<file path="src/pkg/cpt_pkg.sv">
// Operation
// RULE1: Output pin goes high on proximity, low otherwise.
// RULE2: Comparator checks each result against fixed or adaptive threshold.
// RULE3: Adaptive threshold flags fast changes and ignores slow drift.
// RULE4: Fixed mode uses constant programmed threshold; any crossing asserts output.
// RULE5: Polarity selects positive or negative capacitance change in both modes.
// RULE6: Adaptive mode also offers in-window and out-window comparison.
// RULE7: Reference is running average settling exponentially per conversion.
// RULE8: Average time constant is power of two from 2 to 65536.
// RULE9: Offset DAC code is 6 bits, monotonic, higher code more offset.
// RULE10: Converter spans 4 pF; offset DAC cancels up to 10 pF.
// RULE11: Third-order filter turns modulator bitstream into result words.
// RULE12: Each result feeds comparator, average and a readable register.
// RULE13: Sensitivity programmable 0 to 255 LSBs of 12-bit result.
// RULE14: Adaptive threshold sits sensitivity above, below, or both around average.
// RULE15: Average and decision update once per conversion; pin changes only then.
package cpt_pkg;
    localparam int DATA_W = 12;
    localparam int CIC_W  = 13;
    localparam int FRAC_W = 16;
    localparam int ACC_W  = 30;
    localparam int DAC_W  = 6;
    localparam int SENS_W = 8;
    localparam int SEL_W  = 4;

    // Modulator sample rate and decimation
    localparam logic [7:0] SAMPLE_DIV = 8'h04;
    localparam logic [4:0] DECIM      = 5'h10;
    localparam logic [1:0] WARMUP     = 2'h3;
    localparam logic [CIC_W-1:0] CIC_FULL = 13'h1000;

    // Register byte offsets
    localparam logic [7:0] ADDR_STATUS = 8'h00;
    localparam logic [7:0] ADDR_DATA   = 8'h04;
    localparam logic [7:0] ADDR_AVG    = 8'h08;
    localparam logic [7:0] ADDR_CFG    = 8'h0C;
    localparam logic [7:0] ADDR_SENS   = 8'h10;
    localparam logic [7:0] ADDR_FIXTHR = 8'h14;

    // Field positions in the configuration and status words
    localparam int CFG_MODE_LSB  = 0;
    localparam int CFG_FIXED_BIT = 2;
    localparam int CFG_SEL_LSB   = 4;
    localparam int CFG_DAC_LSB   = 8;
    localparam int ST_OUT_BIT    = 0;
    localparam int ST_RDY_BIT    = 1;
    localparam int ST_AVG_BIT    = 2;

    localparam logic [31:0] CFG_MASK    = 32'h0000_3FF7;
    localparam logic [31:0] SENS_MASK   = 32'h0000_00FF;
    localparam logic [31:0] FIXTHR_MASK = 32'h0000_0FFF;
    localparam logic [31:0] CFG_RST     = 32'h0000_0071;
    localparam logic [31:0] SENS_RST    = 32'h0000_0020;
    localparam logic [31:0] FIXTHR_RST  = 32'h0000_0800;

    localparam logic [1:0] RESP_OKAY   = 2'h0;
    localparam logic [1:0] RESP_SLVERR = 2'h2;

    typedef enum logic [1:0] {
        MODE_NEG,
        MODE_POS,
        MODE_IN_WIN,
        MODE_OUT_WIN
    } cpt_mode_t;
endpackage

</file>
<file path="src/pkg/cpt_conv_if.sv">
`timescale 1ns/1ps
interface cpt_conv_if;
    import cpt_pkg::*;
    logic              samp_en;
    logic              mod_bit;
    logic [DATA_W-1:0] result;
    logic              result_valid;
    modport filt (input samp_en, input mod_bit, output result, output result_valid);
    modport host (output samp_en, output mod_bit, input result, input result_valid);
endinterface

</file>
<file path="src/verilog/cpt_sinc3.sv">
`timescale 1ns/1ps
module cpt_sinc3 (
    input  wire logic sys_clk_i,
    input  wire logic rst_n_i,
    cpt_conv_if.filt  conv
);
    import cpt_pkg::*;

    logic [CIC_W-1:0] integ1;
    logic [CIC_W-1:0] integ2;
    logic [CIC_W-1:0] integ3;
    logic [CIC_W-1:0] dly1;
    logic [CIC_W-1:0] dly2;
    logic [CIC_W-1:0] dly3;
    logic [CIC_W-1:0] comb1;
    logic [CIC_W-1:0] comb2;
    logic [CIC_W-1:0] comb3;
    logic [4:0]       dec_cnt;
    logic [1:0]       warm;
    logic             dump;

    // RULE11 third-order integrators
    // Modular wrap is harmless: output width covers full decimated range
    always_ff @(posedge sys_clk_i) begin
        if (!rst_n_i) begin
            integ1 <= '0;
            integ2 <= '0;
            integ3 <= '0;
        end else if (conv.samp_en) begin
            integ1 <= integ1 + {{(CIC_W-1){1'b0}}, conv.mod_bit};
            integ2 <= integ2 + integ1;
            integ3 <= integ3 + integ2;
        end
    end

    assign dump  = conv.samp_en && (dec_cnt == DECIM - 5'h01);
    assign comb1 = integ3 - dly1;
    assign comb2 = comb1 - dly2;
    assign comb3 = comb2 - dly3;

    always_ff @(posedge sys_clk_i) begin
        if (!rst_n_i) begin
            dec_cnt <= '0;
        end else if (dump) begin
            dec_cnt <= '0;
        end else if (conv.samp_en) begin
            dec_cnt <= dec_cnt + 5'h01;
        end
    end

    // RULE11 comb stages at decimated rate
    always_ff @(posedge sys_clk_i) begin
        if (!rst_n_i) begin
            dly1 <= '0;
            dly2 <= '0;
            dly3 <= '0;
        end else if (dump) begin
            dly1 <= integ3;
            dly2 <= comb1;
            dly3 <= comb2;
        end
    end

    // First outputs hold pipeline fill, so they are withheld
    always_ff @(posedge sys_clk_i) begin
        if (!rst_n_i) begin
            warm              <= '0;
            conv.result       <= '0;
            conv.result_valid <= 1'b0;
        end else begin
            conv.result_valid <= 1'b0;
            if (dump) begin
                if (warm != WARMUP) begin
                    warm <= warm + 2'h1;
                end else begin
                    conv.result_valid <= 1'b1;
                end
                // All-ones density saturates to full scale
                conv.result <= (comb3 >= CIC_FULL) ? {DATA_W{1'b1}} : comb3[DATA_W-1:0];
            end
        end
    end
endmodule // cpt_sinc3

</file>
<file path="src/verilog/cpt_top.sv">
`timescale 1ns/1ps
module cpt_top (
    input  wire logic        sys_clk_i,
    input  wire logic        rst_n_i,
    input  wire logic [7:0]  s_axi_awaddr_i,
    input  wire logic        s_axi_awvalid_i,
    output logic             s_axi_awready_o,
    input  wire logic [31:0] s_axi_wdata_i,
    input  wire logic [3:0]  s_axi_wstrb_i,
    input  wire logic        s_axi_wvalid_i,
    output logic             s_axi_wready_o,
    output logic [1:0]       s_axi_bresp_o,
    output logic             s_axi_bvalid_o,
    input  wire logic        s_axi_bready_i,
    input  wire logic [7:0]  s_axi_araddr_i,
    input  wire logic        s_axi_arvalid_i,
    output logic             s_axi_arready_o,
    output logic [31:0]      s_axi_rdata_o,
    output logic [1:0]       s_axi_rresp_o,
    output logic             s_axi_rvalid_o,
    input  wire logic        s_axi_rready_i,
    input  wire logic        sensor_input_i,
    output logic             excitation_output_o,
    output logic [cpt_pkg::DAC_W-1:0] offset_cap_dac_o,
    output logic             prox_out_o
);
    import cpt_pkg::*;

    function automatic logic signed [DATA_W+1:0] cpt_sx(input logic [DATA_W-1:0] v);
        return signed'({2'b00, v});
    endfunction

    function automatic logic [31:0] cpt_merge(input logic [31:0] old,
                                              input logic [31:0] nw,
                                              input logic [3:0]  strb,
                                              input logic [31:0] mask);
        logic [31:0] res;
        res = old;
        for (int i = 0; i < 4; i++) begin
            if (strb[i]) begin
                res[8*i +: 8] = nw[8*i +: 8];
            end
        end
        return res & mask;
    endfunction

    logic                     sens_meta;
    logic                     sens_sync;
    logic [7:0]               samp_cnt;
    logic                     samp_en;
    logic [31:0]              cfg_reg;
    logic [31:0]              sens_reg;
    logic [31:0]              fixthr_reg;
    logic [DATA_W-1:0]        data_reg;
    logic                     data_rdy;
    logic signed [ACC_W-1:0]  avg_acc;
    logic signed [ACC_W-1:0]  avg_diff;
    logic signed [ACC_W-1:0]  avg_step;
    logic                     avg_init;
    logic [DATA_W-1:0]        avg_int;
    logic [4:0]               avg_shift;
    logic signed [DATA_W+1:0] d_s;
    logic signed [DATA_W+1:0] a_s;
    logic signed [DATA_W+1:0] s_s;
    logic signed [DATA_W+1:0] t_s;
    logic signed [DATA_W+1:0] band_hi;
    logic signed [DATA_W+1:0] band_lo;
    logic                     next_prox;
    cpt_mode_t                mode;
    logic                     aw_held;
    logic [7:0]               aw_addr;
    logic                     w_held;
    logic [31:0]              w_data;
    logic [3:0]               w_strb;
    logic                     do_write;
    logic                     rd_take;
    logic                     data_read;

    cpt_conv_if conv ();

    // Pin crosses into the clock domain through two flops
    always_ff @(posedge sys_clk_i) begin
        if (!rst_n_i) begin
            sens_meta <= 1'b0;
            sens_sync <= 1'b0;
        end else begin
            sens_meta <= sensor_input_i;
            sens_sync <= sens_meta;
        end
    end

    // One modulator sample every SAMPLE_DIV clocks
    assign samp_en = (samp_cnt == SAMPLE_DIV - 8'h01);

    // Excitation toggles once per modulator sample
    always_ff @(posedge sys_clk_i) begin
        if (!rst_n_i) begin
            samp_cnt            <= '0;
            excitation_output_o <= 1'b0;
        end else if (samp_en) begin
            samp_cnt            <= '0;
            excitation_output_o <= ~excitation_output_o;
        end else begin
            samp_cnt <= samp_cnt + 8'h01;
        end
    end

    assign conv.samp_en = samp_en;
    assign conv.mod_bit = sens_sync;

    cpt_sinc3 u_filt (
        .sys_clk_i (sys_clk_i),
        .rst_n_i   (rst_n_i),
        .conv      (conv.filt)
    );

    // RULE9 straight binary code keeps DAC monotonic
    // RULE10 code scales the offset range ahead of the 4 pF span
    assign offset_cap_dac_o = cfg_reg[CFG_DAC_LSB +: DAC_W];
    assign mode             = cpt_mode_t'(cfg_reg[CFG_MODE_LSB +: 2]);

    // RULE12 each result lands in the readable data word
    always_ff @(posedge sys_clk_i) begin
        if (!rst_n_i) begin
            data_reg <= '0;
        end else if (conv.result_valid) begin
            data_reg <= conv.result;
        end
    end

    // Set wins over the clear by a data read
    always_ff @(posedge sys_clk_i) begin
        if (!rst_n_i) begin
            data_rdy <= 1'b0;
        end else if (conv.result_valid) begin
            data_rdy <= 1'b1;
        end else if (data_read) begin
            data_rdy <= 1'b0;
        end
    end

    // RULE8 time constant 2^(sel+1): 2 up to 65536
    assign avg_shift = {1'b0, cfg_reg[CFG_SEL_LSB +: SEL_W]} + 5'h01;
    assign avg_diff  = signed'({2'b00, conv.result, {FRAC_W{1'b0}}}) - avg_acc;
    assign avg_step  = avg_diff >>> avg_shift;
    // Truncating shift: slow settings stop a fraction short of the data
    assign avg_int   = avg_acc[FRAC_W +: DATA_W];

    // RULE7 first-order exponential settling per conversion
    // RULE15 average moves only on a completed result
    always_ff @(posedge sys_clk_i) begin
        if (!rst_n_i) begin
            avg_acc  <= '0;
            avg_init <= 1'b0;
        end else if (conv.result_valid) begin
            avg_init <= 1'b1;
            if (!avg_init) begin
                avg_acc <= signed'({2'b00, conv.result, {FRAC_W{1'b0}}});
            end else begin
                avg_acc <= avg_acc + avg_step;
            end
        end
    end

    // Average before this result, so a step is seen at full size
    assign d_s = cpt_sx(conv.result);
    assign a_s = avg_init ? cpt_sx(avg_int) : cpt_sx(conv.result);
    // RULE13 sensitivity is an 8-bit LSB distance
    assign s_s = cpt_sx({4'h0, sens_reg[SENS_W-1:0]});
    assign t_s = cpt_sx(fixthr_reg[DATA_W-1:0]);

    // Signed edges: a band below zero must not wrap
    assign band_hi = a_s + s_s;
    assign band_lo = a_s - s_s;

    // RULE2 fixed or adaptive threshold select
    always_comb begin
        next_prox = 1'b0;
        if (cfg_reg[CFG_FIXED_BIT]) begin
            // RULE4 constant threshold crossing
            // RULE5 polarity in fixed mode; window codes fall back to it
            next_prox = mode[0] ? (d_s > t_s) : (d_s < t_s);
        end else begin
            // RULE3 adaptive band tracks slow drift
            // RULE14 band edges one sensitivity from average
            unique case (mode)
                // RULE5 polarity in adaptive mode
                MODE_POS:     next_prox = d_s > band_hi;
                MODE_NEG:     next_prox = d_s < band_lo;
                // RULE6 window comparisons
                MODE_IN_WIN:  next_prox = (d_s >= band_lo) && (d_s <= band_hi);
                MODE_OUT_WIN: next_prox = (d_s < band_lo) || (d_s > band_hi);
            endcase
        end
    end

    // RULE1 active-high proximity pin
    // RULE15 pin changes only at conversion points
    always_ff @(posedge sys_clk_i) begin
        if (!rst_n_i) begin
            prox_out_o <= 1'b0;
        end else if (conv.result_valid) begin
            prox_out_o <= next_prox;
        end
    end

    // Write path: address and data accepted in either order
    // Readies stay low while a response waits: one write at a time
    assign s_axi_awready_o = !aw_held && !s_axi_bvalid_o;
    assign s_axi_wready_o  = !w_held && !s_axi_bvalid_o;
    assign do_write        = aw_held && w_held && !s_axi_bvalid_o;

    always_ff @(posedge sys_clk_i) begin
        if (!rst_n_i) begin
            aw_held <= 1'b0;
            aw_addr <= '0;
        end else if (s_axi_awvalid_i && s_axi_awready_o) begin
            aw_held <= 1'b1;
            aw_addr <= s_axi_awaddr_i;
        end else if (do_write) begin
            aw_held <= 1'b0;
        end
    end

    always_ff @(posedge sys_clk_i) begin
        if (!rst_n_i) begin
            w_held <= 1'b0;
            w_data <= '0;
            w_strb <= '0;
        end else if (s_axi_wvalid_i && s_axi_wready_o) begin
            w_held <= 1'b1;
            w_data <= s_axi_wdata_i;
            w_strb <= s_axi_wstrb_i;
        end else if (do_write) begin
            w_held <= 1'b0;
        end
    end

    always_ff @(posedge sys_clk_i) begin
        if (!rst_n_i) begin
            cfg_reg    <= CFG_RST;
            sens_reg   <= SENS_RST;
            fixthr_reg <= FIXTHR_RST;
        end else if (do_write) begin
            if (aw_addr == ADDR_CFG) begin
                cfg_reg <= cpt_merge(cfg_reg, w_data, w_strb, CFG_MASK);
            end
            if (aw_addr == ADDR_SENS) begin
                sens_reg <= cpt_merge(sens_reg, w_data, w_strb, SENS_MASK);
            end
            if (aw_addr == ADDR_FIXTHR) begin
                fixthr_reg <= cpt_merge(fixthr_reg, w_data, w_strb, FIXTHR_MASK);
            end
        end
    end

    always_ff @(posedge sys_clk_i) begin
        if (!rst_n_i) begin
            s_axi_bvalid_o <= 1'b0;
            s_axi_bresp_o  <= RESP_OKAY;
        end else if (do_write) begin
            s_axi_bvalid_o <= 1'b1;
            s_axi_bresp_o  <= (aw_addr == ADDR_CFG || aw_addr == ADDR_SENS ||
                               aw_addr == ADDR_FIXTHR) ? RESP_OKAY : RESP_SLVERR;
        end else if (s_axi_bready_i) begin
            s_axi_bvalid_o <= 1'b0;
        end
    end

    // Read path: one outstanding read, answered the next cycle
    assign s_axi_arready_o = !s_axi_rvalid_o;
    assign rd_take         = s_axi_arvalid_i && s_axi_arready_o;
    // A DATA read clears the ready flag
    assign data_read       = rd_take && (s_axi_araddr_i == ADDR_DATA);

    always_ff @(posedge sys_clk_i) begin
        if (!rst_n_i) begin
            s_axi_rvalid_o <= 1'b0;
            s_axi_rdata_o  <= '0;
            s_axi_rresp_o  <= RESP_OKAY;
        end else if (rd_take) begin
            s_axi_rvalid_o <= 1'b1;
            s_axi_rresp_o  <= RESP_OKAY;
            s_axi_rdata_o  <= '0;
            unique case (s_axi_araddr_i)
                ADDR_STATUS: begin
                    s_axi_rdata_o[ST_OUT_BIT] <= prox_out_o;
                    s_axi_rdata_o[ST_RDY_BIT] <= data_rdy;
                    s_axi_rdata_o[ST_AVG_BIT] <= avg_init;
                end
                ADDR_DATA:   s_axi_rdata_o[DATA_W-1:0] <= data_reg;
                ADDR_AVG:    s_axi_rdata_o[DATA_W-1:0] <= avg_int;
                ADDR_CFG:    s_axi_rdata_o <= cfg_reg;
                ADDR_SENS:   s_axi_rdata_o <= sens_reg;
                ADDR_FIXTHR: s_axi_rdata_o <= fixthr_reg;
                default:     s_axi_rresp_o <= RESP_SLVERR;
            endcase
        end else if (s_axi_rready_i) begin
            s_axi_rvalid_o <= 1'b0;
        end
    end
endmodule // cpt_top

</file>
<file path="config.mk">
export PLATFORM = sky130hd
export DESIGN_NAME = cpt_top
export DESIGN_NICKNAME = d
export VERILOG_FILES = /design/src/pkg/cpt_pkg.sv /design/src/pkg/cpt_conv_if.sv /design/src/verilog/cpt_sinc3.sv /design/src/verilog/cpt_top.sv
export SDC_FILE = /design/constraint.sdc
export NUM_CORES = 1
export LEC_CHECK = 0
export BUFFER_PORTS_ARGS = -buffer_cell sky130_fd_sc_hd__buf_2
export CAP_MARGIN = 10
export CORE_UTILIZATION = 45
export DETAILED_ROUTE_END_ITERATION = 7
export PLACE_DENSITY = 0.71
export REMOVE_ABC_BUFFERS = 1
export SLEW_MARGIN = 20
export SYNTH_ARGS = -nofsm -noshare
export SYNTH_HDL_FRONTEND = slang
export SYNTH_SLANG_ARGS = --single-unit
</file>
<file path="constraint.sdc">
create_clock -name sys_clk_i -period 4.9 [get_ports sys_clk_i]
set_clock_uncertainty 0.2 [all_clocks]
set_input_delay 0.245 -clock sys_clk_i [delete_from_list [all_inputs] [get_ports sys_clk_i]]
set_output_delay 0.245 -clock sys_clk_i [all_outputs]
set_load 0.1 [all_outputs]
</file>
==> results.py, run 1 <==
metrics = {
    "run_status": {
        "status": "finished with violations",
        "failed_checks": "setup timing",
    },
    "drt": {
        "drc": 0,
        "drt_first_pass_iters": 5,
        "post_drt_wl_per_cell_um": 18.1,
        "vias": 18736,
        "routed_wl_mm": 58.5,
        "drtIter0Drc": 1293,
        "vias_per_cell": 5.79,
        "ant_nets": 0,
    },
    "cells_and_area": {
        "multi_input_area_um2": 13600,
        "area_growth_pct": 31.4,
        "layout-drive-gt1-share_pct": 26.0,
        "seq_area_um2": 4650,
        "reg_top3": "avg_acc: 30 flops, s_axi_rdata_o: 14 flops, w_data: 14 flops",
        "fillers": 3381,
        "n_antenna_cell": 0,
        "layout.nets": 2923,
        "top_register": "avg_acc",
        "largest_register_ffs": 30,
        "fin_cells": 3236,
    },
    "worst_setup_path": {
        "crit_buf_inv": 4,
        "crit_arrival_ns": 5.50,
        "critPathMaxFanout": 4,
        "crit_family": "compound AO/OA/AOI/OAI gates",
        "end_kind": "register",
        "crit_path_start_kind": "register",
        "slowest_delay_ns": 0.41,
        "cp_data_required_time_ns": 5.16,
        "crit_path_cell_trace": "inv_1 > ha_1 > and4_4 > nand2_4 > or3_4 > a31oi_4 > mux2_4 > o211ai_1 > a21bo_2 > mux2i_4 > buf_6 > o221ai_4 > ha_4 > buf_6 > nand3_4 > nor2_4 > nand2_1 > o211ai_1 > buf_4 > o21a_1 > o21a_1 > nor3_1 > nand3b_1 > a311oi_1",
        "cp_slowest_cell": "or3_4",
        "criticalPathCategory": "reg -> reg",
    },
    "clock_tree": {
        "clk_pin_slew_worst_paths_ns": 0.07,
        "htree_num_levels": 1,
        "numCtsBuffers": 26,
        "clock_latency_ns": 0.57,
        "cts-root-buf": "clkbuf_16",
        "clockBufferDepth": 3,
        "clock_sinks": 231,
        "cts_tree": "done",
    },
    "logic_synthesis": {
        "synth_top_area_share_pct": 25.5,
        "synth.distinct_cells": 101,
        "post-synth-top-count-cell": "nand2_1",
        "netlist_area_um2": 18100,
        "synth-edff-count": 0,
        "synth-seq-cells": 231,
        "syn_inst": 2339,
        "avgSynthCellArea_um2": 7.76,
        "synth_area_leaders": "dfxtp_1 25%, ha_1 11%, a21oi_1 6.2%, nand2_1 5.4%, mux2i_1 4.5%",
        "async_flop_share_pct": 0,
        "synth.yosys.seq_area_share_pct": 25.5,
        "synth_largest_area_cell": "dfxtp_1",
        "ys_warn_count": 0,
        "synth-main-ff-cell": "dfxtp_1",
        "synth_common_cells": "260 x nand2_1, 231 x dfxtp_1, 224 x a21oi_1",
    },
    "die": {
        "die_w_um": 203,
        "rows": 73,
        "core-area_um2": 39700,
        "die-height_um": 203,
        "initial_core_util_pct": 45.7,
        "io_pins": 109,
        "die_area_um2": 41100,
    },
    "timing": {
        "rsz0062_at_grt": "yes",
        "fin_crit_ns": 5.24,
        "setup_viol_count_final": 16,
        "slew_headroom_pct": 22.3,
        "setup_ws_ns": -0.339,
        "post-route-period-util_pct": 107,
        "final_max_slew_viol_count": 0,
        "timing.hold.ws_ns": 0.0781,
        "tightestPinTransition_ns": 1.17,
        "fmax_ghz": 0.191,
        "final_hold_viol_count": 0,
    },
    "place": {
        "routabilityCongestion": 0.981,
        "dp_hpwl_mm": 41.9,
        "placed_cells": 3093,
        "io_buffers": 68,
    },
    "pwr": {
        "peakVddDrop_mv": 0.352,
        "p_leak_nw": 10.3,
        "power_density_nw_per_um2": 206,
    },
    "global_routing": {
        "grt_pass1_wl_mm": 91.4,
        "grtUsageTotal_pct": 27.2,
        "gr-total-overflow": 0,
        "grt_start_max_net_pins": 94,
        "grt_pass1_vias": 17774,
        "antenna_found_initial": 1,
    },
    "flow_run": {
        "cap_viol_max_count": 0,
    },
    "worst_hold_path": {
        "hold_path.class": "in -> reg",
    },
}
final timing paths:
kind	from	endpoint	slack, ns	cells after the start
worst max-delay path	avg_acc[23]$_SDFFE_PN0P_	avg_acc[23]$_SDFFE_PN0P_	-0.34	24
worst min-delay path	s_axi_araddr_i[2]	s_axi_rdata_o[0]$_SDFFE_PN0P_	0.08	4
worst max register to register	avg_acc[23]$_SDFFE_PN0P_	avg_acc[23]$_SDFFE_PN0P_	-0.34	24
worst min register to register	w_data[12]$_SDFFE_PN0P_	w_data[12]$_SDFFE_PN0P_	0.26	2
layout make-up:
cell class | instances | share of cell area [%]
Inverter | 133 | 2.11
Clock buffer | 33 | 3.05
Tap cell | 525 | 2.75
Multi-Input combinational cell | 1849 | 57.1
Sequential cell | 231 | 19.5
Timing Repair Buffer | 451 | 14.7
Clock inverter | 14 | 0.866
what timing repair did:
item,in CTS,in global routing
gates cloned,2,0
setup buffers,24,25
gates resized for setup,151,139
hold endpoints to repair,31,0
hold buffers,48,0
pin swaps,90,97
endpoints found under the setup margin,34,35
through the flow:
| step | setup WS, ns | TNS, ns | instance area [µm²] | power, mW | util, % |
|---|---|---|---|---|---|
| 2_1_floorplan | -1.30 | -25.41 | 17500 | 2.43 | - |
| 3_3_place_gp | -0.571 | -8.32 | 20800 | 2.64 | 52.3 |
| 3_5_place_dp | -0.659 | -10.80 | 20800 | 2.66 | 52.3 |
| 4_1_cts | -0.277 | -1.79 | 23100 | 4.84 | 58.1 |
| 5_1_grt | -0.532 | -6.84 | 23900 | 5.09 | 60.0 |
| 6_report | -0.339 | -2.38 | 23900 | 4.92 | 60.0 |
where the power goes:
part | switching (mW) | internal [mW] | total [mW]
registers | 0.0236 | 1.91 | 1.93
clock network | 0.851 | 1.27 | 2.12
logic | 0.539 | 0.330 | 0.869
kinds of logic (layout without fill, tap and decap cells):
logic type / count (synthesis) / after routing / synth area share (%)
multiplexers: 113 / 113 / 6.87
XOR/XNOR: 119 / 119 / 5.74
flip-flops: 231 / 231 / 25.5
adder cells (fa/ha/maj): 171 / 171 / 12.1
other: 1 / 20 / 0.0207
AND/OR/NAND/NOR: 772 / 772 / 20.0
AO/OA/AOI/OAI: 654 / 654 / 23.2
buffers and inverters: 278 / 631 / 6.54
placed cells by master (no fill, tap or decap), types with 10 or more instances in the layout:
cell type	instances
buf_4	301
nand2_1	255
dfxtp_1	213
nor2_1	202
a21oi_1	199
ha_1	136
inv_1	124
o21ai_0	88
mux2i_1	79
buf_2	69
xnor2_1	68
nand3_1	51
dlygate4sd3_1	48
nor3_1	42
xor2_1	39
a21o_1	36
a31oi_1	31
nand2b_1	30
buf_6	28
o211ai_1	26
clkbuf_16	26
nor2b_1	25
o21ai_1	24
nand4_1	24
a21oi_2	22
and2_1	22
a211oi_1	22
or3_1	20
conb_1	20
ha_4	19
and3_1	18
o21a_1	18
mux2_2	18
dfxtp_2	18
o21bai_1	15
a22oi_1	10
tightest hold or removal path, cell delays in order:
cell	delay, ns
buf_2	0.14
nor3_2	0.11
a22oi_1	0.19
a31oi_1	0.11
routing by layer:
| layer | routed length, µm | global-route usage [%] | vias up |
|---|---|---|---|
| li1 | - | - | 9025 |
| met1 | 25200 | 35.5 | 8924 |
| met2 | 27100 | 45.3 | 647 |
| met3 | 4030 | 3.93 | 138 |
| met4 | 2180 | 10.2 | 2 |
| met5 | 8 | 0 | - |
No activity file was read; power rests on OpenSTA's default activity.
==> run 2: changes to the inputs <==
PLACE_DENSITY = 0.69   (was 0.71)
clock period = 5.3 ns   (was 4.9 ns; I/O delays follow)
==> run 2 against run 1 <==
  * Die area stayed put
  * Fmax down 3.0%
  * Count of clock-buffer cells in the layout is 5 higher
  * Sequential cell count unchanged
  * Via count shrank 2.8%
  * Critical endpoint unchanged
  * The flow finishes with violations (DRC, setup timing)
  * Highest routed layer is now met4
  * Worst setup slack improved by 0.24 ns
  * Global-route usage is 0.86 points lower
==> results.py, run 2 (synthesis results as in run 1) <==
metrics = {
    "clock_tree": {
        "cts_tree": "done",
        "cts-root-buf": "clkbuf_16",
        "clk_pin_slew_worst_paths_ns": 0.06,
        "clockBufferDepth": 3,
        "clock_sinks": 231,
        "numCtsBuffers": 28,
        "htree_num_levels": 1,
        "clock_latency_ns": 0.59,
    },
    "place": {
        "routabilityCongestion": 0.949,
        "dp_hpwl_mm": 40.6,
        "io_buffers": 68,
    },
    "worst_setup_path": {
        "crit_buf_inv": 5,
        "criticalPathCategory": "reg -> reg",
        "end_kind": "register",
        "crit_path_cell_trace": "nor4_4 > buf_6 > nand4_4 > or3_4 > a31oi_4 > mux2_4 > o211ai_1 > buf_4 > a21bo_4 > mux2i_4 > buf_4 > o221ai_2 > ha_4 > buf_4 > nand3_2 > nor2_2 > nand2_1 > o211ai_1 > buf_4 > o21a_1 > o21a_1 > nor3_1 > nand3b_1 > a311oi_1",
        "crit_arrival_ns": 5.67,
        "crit_family": "simple AND/OR/NAND/NOR gates",
        "critPathMaxFanout": 7,
        "cp_data_required_time_ns": 5.57,
        "slowest_delay_ns": 0.41,
        "cp_slowest_cell": "nor4_4",
        "crit_path_start_kind": "register",
        "cpMostUsedCell": "buf_4",
    },
    "pwr": {
        "power_density_nw_per_um2": 197,
        "peakVddDrop_mv": 0.273,
        "finalPower_mw": 4.51,
        "p_leak_nw": 9.81,
    },
    "timing": {
        "rsz0062_at_grt": "yes",
        "tightestPinTransition_ns": 1.04,
        "slew_headroom_pct": 30.2,
        "fmax_ghz": 0.185,
        "final_hold_viol_count": 0,
        "post-route-period-util_pct": 102,
        "fin_crit_ns": 5.40,
        "setup_viol_count_final": 1,
        "final_max_slew_viol_count": 0,
        "setup_ws_ns": -0.102,
    },
    "cells_and_area": {
        "layout.nets": 2867,
        "reg_top3": "avg_acc: 30 flops, s_axi_rdata_o: 14 flops, w_data: 14 flops",
        "fillers": 3566,
        "largest_register_ffs": 30,
        "final_cell_mix": "269 x buf_4, 259 x nand2_1, 221 x dfxtp_1",
        "area_growth_pct": 26.3,
        "layout-drive-gt1-share_pct": 21.4,
        "top_register": "avg_acc",
        "n_antenna_cell": 0,
        "final_util_pct": 57.7,
        "final_common_cell": "buf_4",
    },
    "drt": {
        "drt_first_pass_iters": 8,
        "routed_wl_mm": 55.8,
        "post_drt_wl_per_cell_um": 17.5,
        "ant_nets": 0,
        "drc": 1,
        "vias_per_cell": 5.72,
        "vias": 18205,
        "drtIter0Drc": 1297,
    },
    "run_status": {
        "failed_checks": "DRC, setup timing",
        "status": "finished with violations",
    },
    "worst_hold_path": {
        "hold_path.class": "in -> reg",
    },
    "global_routing": {
        "gr-total-overflow": 0,
        "grtUsageTotal_pct": 26.4,
        "grt_start_max_net_pins": 124,
        "grt_pass1_wl_mm": 89.1,
        "antenna_found_initial": 0,
        "grt_pass1_vias": 17347,
    },
    "die": {
        "die_area_um2": 41100,
        "initial_core_util_pct": 45.7,
        "io_pins": 109,
        "rows": 73,
        "core-area_um2": 39700,
        "die_w_um": 203,
        "die-height_um": 203,
    },
    "flow_run": {
        "cap_viol_max_count": 0,
    },
}
run 2: cell types whose count changed in the layout (fill, tap and decap cells not counted), moves of 7 or more:
cell,change
a21oi_1,+18
a21oi_2,-14
buf_4,-32
buf_6,-24
dfxtp_1,+8
dfxtp_2,-8
ha_1,+12
ha_4,-7
o21ai_0,+12
o21ai_1,-12
xnor2_1,+7
xnor2_2,-7
run 2: layer usage:
layer	global-route usage, %	up-vias	share of wire [%]
li1	-	8915	-
met1	35.4	8673	45
met2	43.8	503	47
met3	4.09	114	5.8
met4	6.82	0	2.7
met5	0	-	0
run 2: path summary, 6_finish.rpt:
check                              start                            end  slack (ns)  cells after the start
max             avg_acc[10]$_SDFFE_PN0P_       avg_acc[23]$_SDFFE_PN0P_       -0.10                     24
min                    s_axi_araddr_i[6]  s_axi_rresp_o[1]$_SDFFE_PN0P_        0.06                      5
max reg2reg     avg_acc[10]$_SDFFE_PN0P_       avg_acc[23]$_SDFFE_PN0P_       -0.10                     24
min reg2reg  u_filt.dly1[5]$_SDFFE_PN0P_    u_filt.dly1[5]$_SDFFE_PN0P_        0.26                      2
run 2: repair_timing:
action / CTS / global route
hold buffers: 46 / 0
gates resized for setup: 47 / 106
setup buffers: 10 / 15
cloned: 0 / 1
endpoints found under the setup margin: 19 / 33
endpoints found under the hold margin: 29 / 0
pin swaps: 22 / 61
run 2: area by class of cell:
cell class / count / area, µm² / share of cell area, %
inverter: 133 / 504 / 2.20
tap: 525 / 657 / 2.87
clock buffer: 38 / 798 / 3.48
timing repair buffer: 393 / 2970 / 13.0
sequential: 231 / 4640 / 20.2
clock inverter: 14 / 214 / 0.934
multi-input combinational: 1849 / 13100 / 57.3
run 2: power breakdown:
part,internal [mW],leakage [nW],switching [mW]
Clock,1.26,0.498,0.808
Sequential,1.76,1.87,0.0211
Combinational,0.214,7.44,0.450
Total,3.23,9.81,1.28
run 2: worst register-to-register path, stage by stage, from the launching register on:
cell	delay (ns)
dfxtp_2	0.34
nor4_4	0.41
buf_6	0.20
nand4_4	0.15
or3_4	0.40
a31oi_4	0.22
mux2_4	0.32
o211ai_1	0.16
buf_4	0.15
a21bo_4	0.24
mux2i_4	0.19
buf_4	0.15
o221ai_2	0.13
ha_4	0.32
buf_4	0.13
nand3_2	0.09
nor2_2	0.17
nand2_1	0.08
o211ai_1	0.19
buf_4	0.18
o21a_1	0.13
o21a_1	0.15
nor3_1	0.05
nand3b_1	0.24
a311oi_1	0.30
run 2: per-stage QoR:
step	instance area, µm²	TNS, ns	cells	hold WS (ns)	setup WS, ns
final	22900	-0.102	3183	0.0634	-0.102
after global routing	22900	-1.11	3183	0.0818	-0.253
after CTS	22300	-0.182	3167	0.0290	-0.0787
after detailed placement	20500	-2.52	3060	0.246	-0.361
after global placement	20500	-1.76	3060	0.236	-0.324
after floorplan	17500	-14.08	2213	0.127	-0.901
